[src/rtl/hipc_consts.svh]
`ifndef HIPC_CONSTS_SVH
`define HIPC_CONSTS_SVH
// Register offsets
`define OFS_PAGE_CONTROL 9'h100
`define OFS_IF_SETUP 9'h105
`define OFS_IF_SELECT 9'h106
// Writable bit masks; reserved bits stay zero
`define MASK_PAGE_CONTROL 8'hc7
`define MASK_IF_SETUP 8'hff
`define MASK_IF_SELECT 8'hf0
// page_control fields
`define BIT_AUTO_PAGE 7
`define BIT_WRITE_MODE 6
`define PAGE_MSB 2
`define PAGE_TWO_WIRE_BIT 1
`define PAGE_FOUR_WIRE_MAX 3'h2
// serial_interface_setup fields
`define NIB_MSB 7
`define NIB_LSB 4
`define BIT_DIR_POL 3
`define BIT_CPHA 2
`define BIT_CPOL 1
`define BIT_CS_POL 0
// serial_interface_select fields
`define BIT_IF_TYPE 7
`define BIT_PERM_HS 6
`define BIT_FAST_PLUS 5
`define BIT_SUPPLY 4
// Reset values
`define RST_PAGE_CONTROL 8'h00
`define RST_IF_SETUP 8'h00
`define RST_IF_SELECT 8'h80
// Hardware default two-wire address nibble
`define DEFAULT_NIBBLE 4'hd
`define UNPROGRAMMED_NIBBLE 4'h0
// Two-wire high-speed master code, top five bits
`define HS_CODE_TOP 5'h01
`endif

[src/rtl/hipc_pkg.sv]
package hipc_pkg;
  typedef enum logic [2:0] {
    TW_IDLE = 3'b000,
    TW_ADDR = 3'b001,
    TW_REG = 3'b010,
    TW_WDATA = 3'b011,
    TW_RDATA = 3'b100
  } tw_state_t;
endpackage : hipc_pkg

[src/rtl/host_interface_page_config.sv]
`timescale 1ns/1ps
`include "hipc_consts.svh"

module host_interface_page_config #(
  parameter logic [7:0] PAGE_RESET = `RST_PAGE_CONTROL,
  parameter logic [7:0] SETUP_RESET = `RST_IF_SETUP,
  parameter logic [7:0] SELECT_RESET = `RST_IF_SELECT,
  parameter logic [3:0] DEFAULT_NIBBLE = `DEFAULT_NIBBLE
) (
  // Clock and reset
  input wire logic CLK,
  input wire logic RST,
  // Two-wire link, open drain data
  input wire logic SCL,
  input wire logic SDA_IN,
  output logic SDA_OUT,
  output logic SDA_OE,
  // Four-wire link on the borrowed pins
  input wire logic CHIP_SELECT,
  input wire logic FOUR_WIRE_CLOCK,
  input wire logic MOSI,
  output logic MISO,
  output logic MISO_OE,
  // Configuration seen by the rest of the device
  output logic [2:0] PAGE_SELECT,
  output logic REPEATED_WRITE,
  output logic FOUR_WIRE_PINS,
  output logic HIGH_SPEED,
  output logic FAST_PLUS,
  output logic LINK_SUPPLY_IO
);

  // Registers
  logic [7:0] page_control;
  logic [7:0] serial_interface_setup;
  logic [7:0] serial_interface_select;

  // Pin synchronisers
  logic [1:0] scl_q, sda_q, cs_q, sck_q, mosi_q;
  logic scl_d, sda_d, sck_d;
  always_ff @(posedge CLK or posedge RST) begin
    if (RST) begin
      scl_q <= 2'h3;
      sda_q <= 2'h3;
      cs_q <= 2'h0;
      sck_q <= 2'h0;
      mosi_q <= 2'h0;
      scl_d <= 1'b1;
      sda_d <= 1'b1;
      sck_d <= 1'b0;
    end else begin
      scl_q <= {scl_q[0], SCL};
      sda_q <= {sda_q[0], SDA_IN};
      cs_q <= {cs_q[0], CHIP_SELECT};
      sck_q <= {sck_q[0], FOUR_WIRE_CLOCK};
      mosi_q <= {mosi_q[0], MOSI};
      scl_d <= scl_q[1];
      sda_d <= sda_q[1];
      sck_d <= sck_q[1];
    end
  end

  logic two_wire;
  logic [3:0] eff_nibble;
  logic cpol, cpha, cs_act;
  assign two_wire = serial_interface_select[`BIT_IF_TYPE];
  assign eff_nibble = (serial_interface_setup[`NIB_MSB:`NIB_LSB] == `UNPROGRAMMED_NIBBLE) ?
    DEFAULT_NIBBLE : serial_interface_setup[`NIB_MSB:`NIB_LSB];
  assign cpol = serial_interface_setup[`BIT_CPOL];
  assign cpha = serial_interface_setup[`BIT_CPHA];
  assign cs_act = !two_wire && (cs_q[1] == serial_interface_setup[`BIT_CS_POL]);

  // Shared register port
  logic reg_we;
  logic [8:0] reg_addr;
  logic [7:0] reg_wdata;

  function automatic logic [7:0] read_reg(input logic [8:0] a, input logic [7:0] pc,
                                          input logic [7:0] su, input logic [7:0] se);
    case (a)
      `OFS_PAGE_CONTROL: read_reg = pc & `MASK_PAGE_CONTROL;
      `OFS_IF_SETUP: read_reg = su & `MASK_IF_SETUP;
      `OFS_IF_SELECT: read_reg = se & `MASK_IF_SELECT;
      default: read_reg = 8'h00;
    endcase
  endfunction : read_reg

  // Two-wire slave
  hipc_pkg::tw_state_t tw_state;
  logic [3:0] tw_cnt;
  logic tw_ack, tw_pair, tw_nack, hs_entered;
  logic [7:0] tw_sh, tw_out, tw_reg;
  logic tw_start, tw_stop, tw_rise, tw_fall, tw_we;
  logic [8:0] tw_full;
  assign tw_start = two_wire && scl_q[1] && scl_d && sda_d && !sda_q[1];
  assign tw_stop = two_wire && scl_q[1] && scl_d && !sda_d && sda_q[1];
  assign tw_rise = two_wire && scl_q[1] && !scl_d;
  assign tw_fall = two_wire && !scl_q[1] && scl_d;
  // Pair bit or page bit 1 opens the upper bank
  assign tw_full = {page_control[`PAGE_TWO_WIRE_BIT] | tw_pair, tw_reg};
  // Read word held apart so its top bit can be picked without indexing a call
  logic [7:0] tw_rd;
  assign tw_rd = read_reg(tw_full, page_control, serial_interface_setup,
                          serial_interface_select);
  assign tw_we = tw_fall && !tw_ack && tw_cnt == 4'h8 && tw_state == hipc_pkg::TW_WDATA;

  always_ff @(posedge CLK or posedge RST) begin
    if (RST) begin
      tw_state <= hipc_pkg::TW_IDLE;
      tw_cnt <= 4'h0;
      tw_ack <= 1'b0;
      tw_pair <= 1'b0;
      tw_nack <= 1'b0;
      tw_sh <= 8'h00;
      tw_out <= 8'h00;
      tw_reg <= 8'h00;
      hs_entered <= 1'b0;
      SDA_OE <= 1'b0;
    end else if (tw_start) begin
      tw_state <= hipc_pkg::TW_ADDR;
      tw_cnt <= 4'h0;
      tw_ack <= 1'b0;
      SDA_OE <= 1'b0;
    end else if (tw_stop || !two_wire) begin
      tw_state <= hipc_pkg::TW_IDLE;
      tw_ack <= 1'b0;
      hs_entered <= 1'b0;
      SDA_OE <= 1'b0;
    end else if (tw_rise && tw_state != hipc_pkg::TW_IDLE) begin
      if (!tw_ack) begin
        tw_sh <= {tw_sh[6:0], sda_q[1]};
        tw_cnt <= tw_cnt + 4'h1;
      end else begin
        tw_nack <= sda_q[1];
      end
    end else if (tw_fall && tw_state != hipc_pkg::TW_IDLE) begin
      if (!tw_ack && tw_cnt == 4'h8) begin
        tw_ack <= 1'b1;
        case (tw_state)
          hipc_pkg::TW_ADDR: begin
            if (tw_sh[7:3] == `HS_CODE_TOP) begin
              // Master code is never acknowledged
              hs_entered <= 1'b1;
              tw_state <= hipc_pkg::TW_IDLE;
            end else if (tw_sh[7:4] == eff_nibble && tw_sh[3:2] == 2'h0) begin
              tw_pair <= tw_sh[1];
              tw_nack <= 1'b0;
              SDA_OE <= 1'b1;
              tw_state <= tw_sh[0] ? hipc_pkg::TW_RDATA : hipc_pkg::TW_REG;
            end else begin
              tw_state <= hipc_pkg::TW_IDLE;
            end
          end
          hipc_pkg::TW_REG: begin
            tw_reg <= tw_sh;
            SDA_OE <= 1'b1;
            tw_state <= hipc_pkg::TW_WDATA;
          end
          hipc_pkg::TW_WDATA: begin
            SDA_OE <= 1'b1;
            if (page_control[`BIT_WRITE_MODE]) begin
              tw_state <= hipc_pkg::TW_REG;
            end else begin
              tw_reg <= tw_reg + 8'h01;
            end
          end
          hipc_pkg::TW_RDATA: SDA_OE <= 1'b0;
          default: tw_state <= hipc_pkg::TW_IDLE;
        endcase
      end else if (tw_ack) begin
        tw_ack <= 1'b0;
        tw_cnt <= 4'h0;
        if (tw_state == hipc_pkg::TW_RDATA) begin
          if (tw_nack) begin
            // Host ended the read; wait for stop
            tw_state <= hipc_pkg::TW_IDLE;
            SDA_OE <= 1'b0;
          end else begin
            tw_out <= tw_rd << 1;
            SDA_OE <= !tw_rd[7];
            tw_reg <= tw_reg + 8'h01;
          end
        end else begin
          SDA_OE <= 1'b0;
        end
      end else if (tw_state == hipc_pkg::TW_RDATA) begin
        SDA_OE <= !tw_out[7];
        tw_out <= tw_out << 1;
      end
    end
  end

  // Four-wire slave
  logic [2:0] sp_cnt;
  logic [7:0] sp_sh, sp_out;
  logic [6:0] sp_addr;
  logic sp_first, sp_rd, sp_sample, sp_shift, sp_lead, sp_trail, sp_we, sp_valid;
  logic [7:0] sp_byte;
  logic [8:0] sp_full;
  assign sp_lead = cs_act && (cpol ? (sck_d && !sck_q[1]) : (!sck_d && sck_q[1]));
  assign sp_trail = cs_act && (cpol ? (!sck_d && sck_q[1]) : (sck_d && !sck_q[1]));
  assign sp_sample = cpha ? sp_trail : sp_lead;
  assign sp_shift = cpha ? sp_lead : sp_trail;
  assign sp_byte = {sp_sh[6:0], mosi_q[1]};
  assign sp_valid = page_control[`PAGE_MSB:0] <= `PAGE_FOUR_WIRE_MAX;
  assign sp_full = {page_control[1:0], sp_addr};
  assign sp_we = sp_sample && sp_cnt == 3'h7 && !sp_first && !sp_rd && sp_valid;

  always_ff @(posedge CLK or posedge RST) begin
    if (RST) begin
      sp_cnt <= 3'h0;
      sp_sh <= 8'h00;
      sp_out <= 8'h00;
      sp_addr <= 7'h00;
      sp_first <= 1'b1;
      sp_rd <= 1'b0;
      MISO <= 1'b0;
      MISO_OE <= 1'b0;
    end else if (!cs_act) begin
      sp_cnt <= 3'h0;
      sp_first <= 1'b1;
      sp_rd <= 1'b0;
      MISO_OE <= 1'b0;
    end else begin
      MISO_OE <= 1'b1;
      if (sp_sample) begin
        sp_sh <= sp_byte;
        sp_cnt <= sp_cnt + 3'h1;
        if (sp_cnt == 3'h7) begin
          if (sp_first) begin
            sp_first <= 1'b0;
            sp_rd <= (mosi_q[1] == serial_interface_setup[`BIT_DIR_POL]);
            if (mosi_q[1] == serial_interface_setup[`BIT_DIR_POL]) begin
              sp_out <= sp_valid ? read_reg({page_control[1:0], sp_sh[6:0]}, page_control,
                serial_interface_setup, serial_interface_select) : 8'h00;
              sp_addr <= sp_sh[6:0] + 7'h01;
            end else begin
              sp_addr <= sp_sh[6:0];
            end
          end else begin
            if (sp_rd) begin
              sp_out <= sp_valid ? read_reg(sp_full, page_control, serial_interface_setup,
                                            serial_interface_select) : 8'h00;
            end
            sp_addr <= sp_addr + 7'h01;
          end
        end
      end else if (sp_shift && sp_rd) begin
        MISO <= sp_out[7];
        sp_out <= sp_out << 1;
      end
    end
  end

  // Transaction end for page return
  logic end_txn, cs_was;
  always_ff @(posedge CLK or posedge RST) begin
    if (RST) begin
      cs_was <= 1'b0;
    end else begin
      cs_was <= cs_act;
    end
  end
  assign end_txn = tw_stop || (cs_was && !cs_act);

  assign reg_we = tw_we || sp_we;
  assign reg_addr = tw_we ? tw_full : sp_full;
  assign reg_wdata = tw_we ? tw_sh : sp_byte;

  // Register file; page return is applied after any write in the same cycle
  always_ff @(posedge CLK or posedge RST) begin
    if (RST) begin
      page_control <= PAGE_RESET & `MASK_PAGE_CONTROL;
      serial_interface_setup <= SETUP_RESET;
      serial_interface_select <= SELECT_RESET & `MASK_IF_SELECT;
    end else begin
      if (reg_we) begin
        case (reg_addr)
          `OFS_PAGE_CONTROL: page_control <= reg_wdata & `MASK_PAGE_CONTROL;
          `OFS_IF_SETUP: serial_interface_setup <= reg_wdata & `MASK_IF_SETUP;
          `OFS_IF_SELECT: serial_interface_select <= reg_wdata & `MASK_IF_SELECT;
          default: ;
        endcase
      end
      if (end_txn && page_control[`BIT_AUTO_PAGE]) begin
        page_control[`PAGE_MSB:0] <= 3'h0;
      end
    end
  end

  // Configuration outputs
  always_ff @(posedge CLK or posedge RST) begin
    if (RST) begin
      SDA_OUT <= 1'b0;
      PAGE_SELECT <= 3'h0;
      REPEATED_WRITE <= 1'b0;
      FOUR_WIRE_PINS <= 1'b0;
      HIGH_SPEED <= 1'b0;
      FAST_PLUS <= 1'b0;
      LINK_SUPPLY_IO <= 1'b0;
    end else begin
      SDA_OUT <= 1'b0;
      PAGE_SELECT <= page_control[`PAGE_MSB:0];
      REPEATED_WRITE <= page_control[`BIT_WRITE_MODE];
      FOUR_WIRE_PINS <= !two_wire;
      HIGH_SPEED <= two_wire && (serial_interface_select[`BIT_PERM_HS] || hs_entered);
      FAST_PLUS <= two_wire && serial_interface_select[`BIT_FAST_PLUS];
      // Four-wire pins sit on the IO rail whatever the select bit says
      LINK_SUPPLY_IO <= !two_wire || serial_interface_select[`BIT_SUPPLY];
    end
  end
endmodule : host_interface_page_config

[config.mk]
export PLATFORM = sky130hd
export DESIGN_NAME = host_interface_page_config
export DESIGN_NICKNAME = d
export VERILOG_FILES = /design/src/rtl/hipc_pkg.sv /design/src/rtl/host_interface_page_config.sv
export VERILOG_INCLUDE_DIRS = /design/src /design/src/rtl
export SDC_FILE = /design/constraint.sdc
export NUM_CORES = 1
export LEC_CHECK = 0
export BUFFER_PORTS_ARGS = -buffer_cell sky130_fd_sc_hd__buf_2
export CAP_MARGIN = 40
export CORE_AREA = 2 2 97 99
export DETAILED_ROUTE_END_ITERATION = 7
export DIE_AREA = 0 0 99 101
export PLACE_DENSITY = 0.87
export SLEW_MARGIN = 20
export SYNTH_ARGS = -nofsm -noshare
export SYNTH_HDL_FRONTEND = slang
export SYNTH_SLANG_ARGS = --single-unit
[constraint.sdc]
create_clock -name CLK -period 7 [get_ports CLK]
set_input_delay 0.7 -clock CLK [delete_from_list [all_inputs] [get_ports CLK]]
set_output_delay 0.7 -clock CLK [all_outputs]
set_load 0.005 [all_outputs]
==> results by stage, run 1 <==
Outcome:
- The flow ran to the end, and the final reports show no timing, DRC or antenna violations.

STA:
- The achievable clock frequency is 0.330 GHz.
- The share of the cycle needed by the critical path after routing is 0.433.
- At the pin with the least slew margin, the transition time is 908 ps.
- The final count of negative-setup-slack endpoints is 0.
- On the final layout, the worst hold slack is 263 ps.
- The final critical-path required period is 3030 ps.
- The final-report hold violation count is 0.
- Setup repair after global routing left no endpoint under its margin.
- The aggregate negative setup slack is 0 ps.
- The clock tree skew after final layout is 14.4 ps.
- In this run the tightest slew margin relative to its limit is 0.379.
- The number of pins with negative max-slew slack in the final report was 0.

GRT:
- The global-route total usage across every layer is 0.284.
- The first global-routing pass estimated 22400 um of wire.
- The initial antenna violation count is 0.
- The leftover overflow at the end of global routing is 0.
- Entering global routing, the biggest net connects 43 pins.
- The via count of the first global-routing pass was 4291.

Yosys:
- The number of nets in the synthesized netlist is 578.
- In the synthesized netlist the dominant register cell turns out to be dfrtp_1.
- The biggest area contributor in the post-synthesis netlist is dfrtp_1.
- The number of warnings reported in the yosys synthesis log is 0.
- The async set or reset register ratio after synthesis is 1.00.
- The area share of fa/ha/maj cells after synthesis is 0.0352.
- The compound-cell area share of the yosys netlist is 0.160.
- The fraction of the mapped netlist area in simple logic gates is 0.179.
- For this run, the register share of the synthesized area comes to 0.450.
- Of the total synthesized cell area, the portion taken by XOR and XNOR cells is 0.0200.
- Synthesis produced a netlist whose cell count is 555.
- Yosys mapped a number of flops with a built-in enable equal to 0.
- Ranked by total cell area, the synthesized netlist is headed by dfrtp_1 (41%), mux2_2 (9.1%), dfstp_2 (3.7%).
- The share of synthesized area in the top cell type comes to 0.413.
- In this run, synthesis produced a sequential element count of 102.
- The dominant combinational cell family by area after synthesis is simple AND/OR/NAND/NOR gates.
- A synthesized cell averages 10.3 um^2.
- The post-synthesis cell type count is 70.
- Measured against the total synthesized area, the mux share comes to 0.120.
- The mapped cell area is 0.00569 mm^2.

Die:
- The number of core rows is 35.
- The area of the core is 0.00898 mm^2.
- The die outline area is 0.0100 mm^2.
- For this configuration, the core starts out at a cell density of 0.634.
- Measured along the y axis, the die boundary spans 101 um.
- The number of top-level pins is 19.
- The floorplan die width is 99 um.

Routing:
- The remaining design rule violation count is 0.
- The first TritonRoute pass finished after 6 iterations.
- In the routed layout, each cell is associated on average with a via count of 6.68.
- Summing over every cut layer, the via total after detailed routing is 4518.
- The total wire length is 13500 um.
- The first routing iteration left 331 violations.
- The count of nets left with antenna violations once routing finished came out at 0.
- The average wire length per cell after detail routing is 20.0 um.

Clocking:
- The master cell of the clock root buffer is clkbuf_8.
- The number of buffers inserted to repair setup after CTS is 0.
- The clock tree synthesis step divided the H-tree into 3 levels.
- At the later pin of the worst-skew pair, clock insertion delay measures 380 ps.
- The clock buffer count from CTS is 9.
- The CTS tree is done.
- The buffer depth of the longest clock path is 2.
- The clock slew at the register clock pins of the worst setup and hold paths is 110 ps.
- Post-CTS repair changed the size of 0 cells.
- The tree built by TritonCTS fans out to 102 sinks.
- After clock tree synthesis, the flow added hold-fix buffers numbering 0.

Finish:
- Of the cells placed in the final design, the portion with a size suffix greater than 1 is 0.198.
- Leaving out fill and tap cells, the most frequent cells in the layout are dfrtp_1 (94), nand2_1 (46), mux2_2 (46), a21oi_1 (29), o21ai_0 (26).
- The most common cell after layout, fill and taps aside is dfrtp_1.
- The area added between synthesis and finish is 5.96%.
- The final antenna diode count is 0.
- At the end of the flow, the number of nets in the layout was 583.
- The cell area after layout is 0.00603 mm^2.
- The final cell count without fillers is 676.

Setup path:
- The critical path arrival is 3290 ps.
- The slowest library cell on the worst path is mux2i_1.
- The critical path in this run is classified as register to register.
- For the worst setup path, the data required time is 7260 ps.
- STA classifies the critical path endpoint as a register.
- Traced cell by cell, the critical path runs through xnor2_1 -> mux2i_1 -> nand3_1 -> a211oi_4 -> mux2_2.
- The sort of element at the start of the critical path is a register.
- The largest single stage delay on the critical path is 750 ps.
- The worst-path maximum fanout is 11.

Pwr:
- The analysis attributes to cell leakage a power of 2.64 nW.
- VDD sags by at most 153 uV.
- Power spread over the standard cell area amounts to 186 mW/mm^2.
- The power consumption is 0.00112 W.

Placed design:
- The congestion estimate from routability-driven global placement came to 0.970.
- Input and output buffers added on the ports amount to 17.
- The HPWL after detailed placement is 9870 um.
- Once placement finished, the instance area stood at 0.00583 mm^2.
- The total instance count after detailed placement is 659.

Job:
- The number of max-cap violations is 0.

Hold path:
- The class of the most critical hold timing path is input port to asynchronous set/reset pin.
power breakdown:
group          switching, W  internal (W)  total (W)  leakage (nW)
clock network      0.000231      0.000141   0.000372        0.0977
registers         0.0000405      0.000607   0.000648          1.36
logic             0.0000603     0.0000406   0.000101          1.18
logic make-up after synthesis:
kind of cell               after synthesis
and+or+nand+nor                        186
AOI/OAI and AO/OA                      130
DFF                                    102
muxes                                   62
buffers and inverters                   45
adders and majority gates               16
xor gates and xnor gates                13
other                                    1
final timing paths:
check	slack, ps	depth (start not counted)	from	endpoint
min	260	2	RST	cs_q[0]
min in group CLK	360	0	cs_q[0]	cs_q[1]
min reg2reg	360	0	cs_q[0]	cs_q[1]
max in group asynchronous	5660	4	RST	serial_interface_select[7]
max reg2reg	3970	5	serial_interface_setup[2]	serial_interface_setup[5]
max	3970	5	serial_interface_setup[2]	serial_interface_setup[5]
critical path, delay by kind of cell (launching register included):
kind,cells,cell delay (ps)
AND/OR/NAND/NOR,1,360
flip-flops,1,460
AO/OA/AOI/OAI,1,560
XOR/XNOR,1,400
multiplexers,2,1150
layer usage:
metal  GRT usage  vias to the layer above  wire length [um]
met1       0.428                     2248              6040
met3      0.0499                       31              1020
met4      0.0811                        0               304
met2       0.426                      188              6170
li1            -                     2051                 -
met5           0                        -                 0
metrics by stage:
step	setup WS (ps)	utilization
2_1_floorplan	3640	-
3_3_place_gp	4220	0.646
3_5_place_dp	4070	0.649
4_1_cts	4040	0.671
5_1_grt	3800	0.671
6_report	3970	0.671
area by class of cell:
cell class              instances  area (um^2)
fillers                       665         2950
flip-flops and latches        102         2560
inverters                      17         66.3
clock inverters                 7         70.1
multi-input cells             408         2930
clock buffers                   9          124
repair buffers                 22          133
well taps                     111          139
cell usage after synthesis, drive strengths merged, types with 7 or more instances:
cell	count
dfrtp	94
mux2	46
nand2	46
a21oi	30
o21ai	26
nor2	24
nand3	22
inv	17
ha	16
mux2i	16
buf	14
clkbuf	14
and3	13
a22o	12
nor3	12
nand4	11
nor2b	11
nand2b	10
a31oi	9
a22oi	8
dfstp	8
xor2	8
and2	7
No activity file was read; power rests on OpenSTA's default activity.
==> run 2, diff against run 1 <==
- ABC_AREA: unset -> 1
- CORE_AREA: 2 2 97 99 -> 2 2 101 103
- DIE_AREA: 0 0 99 101 -> 0 0 103 105
- PLACE_DENSITY: 0.87 -> 0.85
- clock period: 7 -> 2.9 ns (I/O delays scaled with it)
==> run 2 against run 1 <==
  * First-iteration DRC count is 24% higher
  * Setup slack worse by 3300 ps
  * Clock power grew 140%
  * Routed wire length is 11% higher
  * Power rose by 140%
  * Final area rose by 6.9%
  * Critical path type unchanged
==> results by stage, run 2 <==
Routing:
- The via total after detailed routing was 5482 (was 4518).
- The routed via count divided by cell count is 5.72 (was 6.68).
- The remaining antenna violation count is 0 (unchanged).
- The initial DRC count is 409 (was 331).
- The average wire length per cell after detail routing was 15.7 um (was 20.0 um).
- The number of iterations in the first detailed-routing pass is 5 (was 6).
- The total wire length is 15100 um (was 13500 um).
- The remaining design rule violation count is 0 (unchanged).

Die:
- The number of top-level pins came to 19 (unchanged).
- The area of the core came to 0.00964 mm^2 (was 0.00898 mm^2).
- The initial standard-cell utilization of the core is 0.620 (was 0.634).
- The floorplan die width is 103 um (was 99 um).
- The die height came to 105 um (was 101 um).
- The die outline area is 0.0108 mm^2 (was 0.0100 mm^2).
- The number of core rows is 36 (was 35).

STA:
- RSZ-0062 raised after global routing: false (unchanged).
- The achievable clock frequency is 0.442 GHz (was 0.330 GHz).
- The number of pins with negative max-slew slack in the final report is 0 (unchanged).
- The relative max-transition margin came to 0.597 (was 0.379).
- The slew of the pin with the lowest slew margin is 600 ps (was 908 ps).
- The share of the cycle needed by the critical path after routing is 0.781 (was 0.433).
- The final-report hold violation count is 0 (unchanged).
- The smallest hold slack was 361 ps (was 263 ps).
- The aggregate negative setup slack is 0 ps (unchanged).
- The final critical-path required period is 2260 ps (was 3030 ps).
- The clock tree skew after final layout is 14.7 ps (was 14.4 ps).
- The final count of negative-setup-slack endpoints is 0 (unchanged).

Yosys:
- The post-synthesis net count is 824 (was 578).
- Top cells by instance count after synthesis: nand2_1 (230), nand3_1 (98), dfrtp_1 (94), inv_1 (80), o21ai_0 (67) (was dfrtp_1 (94), mux2_2 (46), nand2_1 (46), a21oi_1 (29), o21ai_0 (26)).
- The mapped cell area is 0.00598 mm^2 (was 0.00569 mm^2).
- The async set or reset register ratio after synthesis is 1.00 (unchanged).
- The synthesized instance count was 801 (was 555).
- The cell type with the highest aggregate area in the netlist is dfrtp_1 (unchanged).
- The average cell area after synthesis came to 7.47 um^2 (was 10.3 um^2).
- The share of the synthesized area in the top cell type is 0.393 (was 0.413).
- The sequential element share of the synthesized area was 0.428 (was 0.450).
- The post-synthesis cell type count is 45 (was 70).
- The register bit count reported by yosys is 102 (unchanged).
- The library cell with the highest instance count after synthesis was nand2_1 (was dfrtp_1).
- Biggest area contributors in the synthesized netlist: dfrtp_1 (39%), nand2_1 (14%), nand3_1 (8.2%) (was dfrtp_1 (41%), mux2_2 (9.1%), dfstp_2 (3.7%)).
- The top flip-flop cell by instance count after synthesis is dfrtp_1 (unchanged).
- The number of warnings reported in the yosys synthesis log is 0 (unchanged).
- The number of synthesized flops with an enable pin is 0 (unchanged).

Setup path:
- The worst-path maximum fanout is 23 (was 11).
- Among the stages of the critical path, the cell type that occurs most often is nand2_1.
- The kind of capture point of the worst setup path is a register (unchanged).
- The worst flop-to-flop path startpoint is tw_cnt[0] (was serial_interface_setup[2]).
- The startpoint of the most critical setup path is tw_cnt[0] (was serial_interface_setup[2]).
- The critical path arrival is 2560 ps (was 3290 ps).
- The critical path class is register to register (unchanged).
- The delay contributed by the slowest stage of the critical path came to 410 ps (was 750 ps).
- The sort of element at the start of the critical path is a register (unchanged).
- Cells traversed along the worst timing path: inv_1 -> ha_1 -> nand3_1 -> nor2_4 -> nand2_4 -> nand2_1 -> nand2_1 -> inv_1 -> nand2_1 -> nor2_2 -> nand2_1 -> nand2_1 -> o21ai_1 (was xnor2_1 -> mux2i_1 -> nand3_1 -> a211oi_4 -> mux2_2).
- The slowest library cell on the worst path was dfrtp_1 (was mux2i_1).
- The required time reported for the critical path endpoint is 3190 ps (was 7260 ps).
- The setup slack of the most critical reg-to-reg path is 640 ps (was 3970 ps).

GRT:
- The largest net degree at the start of global routing is 42 (was 43).
- The global-route total usage across every layer is 0.302 (was 0.284).
- The first-pass GRT wire length was 25100 um (was 22400 um).
- The via count of the first global-routing pass is 5038 (was 4291).
- The initial antenna violation count is 0 (unchanged).
- The leftover overflow at the end of global routing was 0 (unchanged).

Outcome:
- Outcome: complete, no violations (unchanged).

Hold path:
- In this run the most critical hold path is launched from scl_q[0].
- The class of the most critical hold timing path is register to register (was input port to asynchronous set/reset pin).

Pwr:
- The cell-internal power was 0.00192 W (was 0.000789 W).
- The power density over the cells is 418 mW/mm^2 (was 186 mW/mm^2).
- The worst vdd rail ir drop was 410 uV (was 153 uV).
- The part of the total power dissipated in sequential elements is 0.569 (was 0.578).
- The combinational fraction of design power is 0.093 (was 0.090).
- The proportion of total power due to net switching is 0.289 (was 0.296).
- The clock power share came to 0.338 (was 0.332).
- The static leakage is 3.16 nW (was 2.64 nW).
- The power dissipated by switching net loads is 0.000777 W (was 0.000332 W).

Finish:
- Highest-count cells in the layout ignoring fill and taps: nand2_1 (230), nand3_1 (98), dfrtp_1 (94), inv_1 (79), o21ai_0 (67) (was dfrtp_1 (94), nand2_1 (46), mux2_2 (46), a21oi_1 (29), o21ai_0 (26)).
- The fill cell total of the finished layout is 839 (was 665).
- The most common cell after layout, fill and taps aside is nand2_1 (was dfrtp_1).
- The proportion of layout cells with a drive suffix above 1 is 0.0993 (was 0.198).
- The area added between synthesis and finish came to 7.74% (was 5.96%).
- The final antenna diode count is 0 (unchanged).
- The number of nets at the end of the flow is 844 (was 583).

Clocking:
- The clock buffer count from CTS is 9 (unchanged).
- The source-to-sink clock delay at the later pin of the worst-skew pair came to 410 ps (was 380 ps).
- The buffer depth of the longest clock path came to 2 (unchanged).
- The CTS tree is done (unchanged).
- The clock sink count came to 102 (unchanged).
- The count of cells resized by post-cts repair is 0 (unchanged).
- The master cell of the clock root buffer is clkbuf_8 (unchanged).
- The clock slew at the register clock pins of the worst setup and hold paths was 100 ps (was 110 ps).
- The total number of H-tree levels is 3 (unchanged).

Placed design:
- The number of buffers inserted by port buffering was 17 (unchanged).
- The HPWL after detailed placement was 11300 um (was 9870 um).
- The final RePlAce weighted congestion is 0.998 (was 0.970).

Job:
- The number of max-cap violations came to 0 (unchanged).
## run 2: cell types whose count changed after synthesis, moves of 8 or more
| cell | previous run | this run |
|---|---|---|
| nand2_1 | 46 | 230 |
| nand3_1 | 22 | 98 |
| inv_1 | 17 | 80 |
| mux2_2 | 46 | 1 |
| o21ai_0 | 26 | 67 |
| nor2_1 | 24 | 62 |
| mux2i_1 | 15 | 2 |
| a22o_1 | 12 | 0 |
| and3_1 | 13 | 1 |
| nor2b_1 | 11 | 0 |
| nand2b_1 | 10 | 0 |
| a21oi_1 | 29 | 21 |
| inv_2 | 0 | 8 |
## run 2: logic make-up (layout without fill, tap and decap cells)
logic type      count (synthesis)  in the layout  share of synthesized area
simple gates                  446            446                      0.341
fa+ha+maj                      16             16                     0.0335
compound gates                121            121                      0.110
flops                         102            102                      0.428
mux                             3              3                    0.00523
buf+inv                       106            131                     0.0728
xor+xnor                        6              6                    0.00879
other cells                     1              1                   0.000627
## run 2: metal layers
layer | wire length (um) | track usage
met5 | 0 | 0
met4 | 287 | 0.0996
met3 | 961 | 0.0709
met2 | 6900 | 0.439
met1 | 6920 | 0.443
## run 2: worst max-delay path, delay by kind of cell, from the launching register on
family / cells / cell delay, ps
flip-flops: 1 / 410
buffers and inverters: 2 / 200
AND/OR/NAND/NOR: 9 / 1300
AO/OA/AOI/OAI: 1 / 70
adder cells (fa/ha/maj): 1 / 180
## run 2: repair_timing
item / 4_1_cts / 5_1_grt
hold buffers: 5 / 1
setup buffers: 0 / 0
endpoints found under the hold margin: 5 / 7
## run 2: layout make-up
class / instances / area, um^2 / area share
timing repair buffer: 26 / 193 / 0.0299
tap: 133 / 166 / 0.0258
clock inverter: 6 / 62.6 / 0.00971
clock buffer: 10 / 138 / 0.0214
sequential: 102 / 2560 / 0.398
multi-input combinational: 593 / 2980 / 0.463
inverter: 89 / 339 / 0.0526
## run 2: power by group through the flow
stage	Clock (W)	Sequential, W	Combinational, W
floorplan	0	0.00153	0.000179
global placement	0	0.00155	0.000231
detailed placement	0	0.00156	0.000237
CTS	0.000926	0.00153	0.000244
global route	0.000980	0.00154	0.000283
finish	0.000911	0.00153	0.000250
## run 2: path summary, 6_finish.rpt
path	to	cells after the start
setup / recovery	page_control[6]	13
hold / removal	scl_q[1]	0
setup reg to reg	page_control[6]	13
hold reg to reg	scl_q[1]	0
max in group asynchronous	sda_q[1]	5
min in group asynchronous	tw_pair	3
## run 2: per-stage QoR
stage | std cells | area [um^2] | total power (W) | worst slack [ps] | util
after floorplan | 801 | 5980 | 0.00171 | 1080 | -
after global placement | 936 | 6160 | 0.00178 | 808 | 0.639
after detailed placement | 936 | 6160 | 0.00179 | 718 | 0.639
after CTS | 957 | 6410 | 0.00270 | 702 | 0.665
after global routing | 959 | 6440 | 0.00280 | 418 | 0.668
final | 959 | 6440 | 0.00269 | 636 | 0.668
==> run 3, diff against run 2 <==
- CORE_AREA: 2 2 101 103 -> 2 2 106 108
- DIE_AREA: 0 0 103 105 -> 0 0 108 110
- PLACE_DENSITY: 0.85 -> 0.82
- clock period: 2.9 -> 1.9 ns (I/O delays scaled with it)
==> run 3 against run 2 <==
  * The run now ends with setup timing left
  * Cell count grew 7.5%
  * Routed wire length grew 6.2%
  * Worst hold slack lost 21 ps
  * Setup slack lost 690 ps
  * Non-clock buffer count grew 64
  * Highest routed layer unchanged
==> results by stage, run 3 (same netlist as run 2, synthesis figures left out) <==
Finish:
- The number of nets at the end of the flow is 909 (was 844).
- The most common cell after layout, fill and taps aside is nand2_1 (unchanged).
- The proportion of layout cells with a drive suffix above 1 is 0.217 (was 0.0993).
- Highest-count cells in the layout ignoring fill and taps: nand2_1 (212), dfrtp_1 (93), nand3_1 (91), inv_1 (70), o21ai_0 (61) (was nand2_1 (230), nand3_1 (98), dfrtp_1 (94), inv_1 (79), o21ai_0 (67)).
- The cell area after layout came to 0.00724 mm^2 (was 0.00644 mm^2).
- The final antenna diode count is 0 (unchanged).
- The fill cell total of the finished layout is 865 (was 839).
- The area added between synthesis and finish came to 21.1% (was 7.74%).

Clocking:
- The source-to-sink clock delay at the later pin of the worst-skew pair came to 390 ps (was 410 ps).
- The clock slew at the register clock pins of the worst setup and hold paths is 100 ps (about the same).
- The buffer depth of the longest clock path came to 2 (unchanged).
- The total number of H-tree levels is 3 (unchanged).
- The clock buffer count from CTS is 9 (unchanged).
- The clock sink count is 102 (unchanged).
- The CTS tree is done (unchanged).
- The master cell of the clock root buffer is clkbuf_8 (unchanged).

GRT:
- The global-route total usage across every layer came to 0.281 (was 0.302).
- The leftover overflow at the end of global routing is 0 (unchanged).
- The first-pass GRT wire length is 25900 um (was 25100 um).
- The initial antenna violation count is 0 (unchanged).
- The via count of the first global-routing pass is 5442 (was 5038).
- The largest net degree at the start of global routing is 103 (was 42).

Setup path:
- The sort of element at the start of the critical path is a register (unchanged).
- The required time reported for the critical path endpoint is 2180 ps (was 3190 ps).
- The worst-path maximum fanout was 6 (was 23).
- The critical path class is register to register (unchanged).
- The critical path arrival is 2240 ps (was 2560 ps).
- The kind of capture point of the worst setup path is a register (unchanged).

Pwr:
- The power density over the cells came to 638 mW/mm^2 (was 418 mW/mm^2).
- The static leakage came to 3.53 nW (was 3.16 nW).
- The worst vdd rail ir drop is 459 uV (was 410 uV).
- The power consumption was 0.00462 W (was 0.00269 W).

Routing:
- The initial DRC count was 566 (was 409).
- The number of iterations in the first detailed-routing pass was 5 (unchanged).
- The routed via count divided by cell count is 5.65 (was 5.72).
- The average wire length per cell after detail routing was 15.5 um (was 15.7 um).
- The remaining design rule violation count was 0 (unchanged).
- The via total after detailed routing is 5820 (was 5482).
- The remaining antenna violation count came to 0 (unchanged).
- The total wire length is 16000 um (was 15100 um).

STA:
- The share of the cycle needed by the critical path after routing is 1.03 (was 0.781).
- The final-report hold violation count is 0 (unchanged).
- The final critical-path required period came to 1960 ps (was 2260 ps).
- The aggregate negative setup slack is -221 ps (was 0 ps).
- RSZ-0062 raised after global routing: true (was false).
- The final count of negative-setup-slack endpoints is 11 (was 0).
- The slew of the pin with the lowest slew margin is 545 ps (was 600 ps).
- The clock tree skew after final layout came to 15.8 ps (was 14.7 ps).
- The final setup slack of the worst path is -56.7 ps (was 636 ps).
- The achievable clock frequency is 0.511 GHz (was 0.442 GHz).
- The number of pins with negative max-slew slack in the final report was 0 (unchanged).
- The relative max-transition margin is 0.636 (was 0.597).

Die:
- The number of core rows is 38 (was 36).
- The number of top-level pins is 19 (unchanged).
- The initial standard-cell utilization of the core is 0.559 (was 0.620).
- The floorplan die width came to 108 um (was 103 um).
- The die height was 110 um (was 105 um).
- The area of the core came to 0.0107 mm^2 (was 0.00964 mm^2).
- The die outline area came to 0.0119 mm^2 (was 0.0108 mm^2).

Outcome:
- The checks that failed: setup timing.
- Outcome: finished, violations left (was complete, no violations).

Placed design:
- The cell area reported after detailed placement came to 0.00658 mm^2 (was 0.00616 mm^2).
- The final RePlAce weighted congestion is 0.955 (was 0.998).
- The HPWL after detailed placement is 11100 um (was 11300 um).
- The number of buffers inserted by port buffering is 17 (unchanged).

Hold path:
- The class of the most critical hold timing path was register to register (unchanged).

Job:
- The number of max-cap violations is 0 (unchanged).
==> run 3: metrics by stage <==
| stage | setup WS (ps) | hold slack, ps | cells | utilization |
|---|---|---|---|---|
| finish | -56.7 | 341 | 1031 | 0.677 |
| global route | -173 | 367 | 1031 | 0.677 |
| CTS | 8.45 | 349 | 1023 | 0.654 |
| detailed placement | -135 | 296 | 995 | 0.615 |
| global placement | -28.7 | 295 | 995 | 0.615 |
| floorplan | 81.9 | 194 | 801 | - |
==> run 3: layer usage <==
layer | vias to the layer above | track usage | wire, um
met5 | - | 0 | 0
met3 | 57 | 0.0447 | 1090
met1 | 2695 | 0.400 | 7060
met2 | 271 | 0.424 | 7240
li1 | 2797 | - | -
met4 | 0 | 0.128 | 616
==> run 3: repair_timing <==
item,CTS,global route
setup buffers,5,8
setup endpoints to repair,19,44
gates resized for setup,12,58
pin swaps,7,21
cloned,1,0
hold buffers,6,0
endpoints found under the hold margin,84,0
==> run 3: report_power, final <==
group	internal (W)	total, W	leakage (nW)	switching [W]
combinational	0.000185	0.000477	2.04	0.000292
sequential	0.00225	0.00232	1.35	0.0000694
clock	0.00104	0.00183	0.132	0.000785
==> run 3: area by class of cell <==
class                      instances  area (um^2)  area share
multi-input combinational        594         3180       0.440
sequential                       102         2560       0.354
timing repair buffer              90          704      0.0973
inverter                          89          344      0.0475
tap                              140          175      0.0242
clock buffer                      10          138      0.0190
clock inverter                     6          133      0.0183
==> run 3: critical path, cell delays in order, from the launching register on <==
cell	delay [ps]
dfrtp_1	400
inv_2	90
ha_4	150
nand3_4	70
nor2_4	210
nand2_4	120
nand2_2	90
nand2_2	80
nand3b_1	220
nor2_4	180
nand2_2	100
nand2_1	80
nand2_1	60
==> run 3: path summary, 6_finish.rpt <==
check | from | end | slack (ps) | cells after the start
worst max-delay path | tw_cnt[1] | serial_interface_select[5] | -60 | 12
worst min-delay path | cs_q[0] | cs_q[1] | 340 | 0
worst max register to register | tw_cnt[1] | serial_interface_select[5] | -60 | 12
worst min register to register | cs_q[0] | cs_q[1] | 340 | 0
max in group asynchronous | RST | sp_out[3] | 990 | 4
min in group asynchronous | RST | tw_reg[3] | 490 | 4
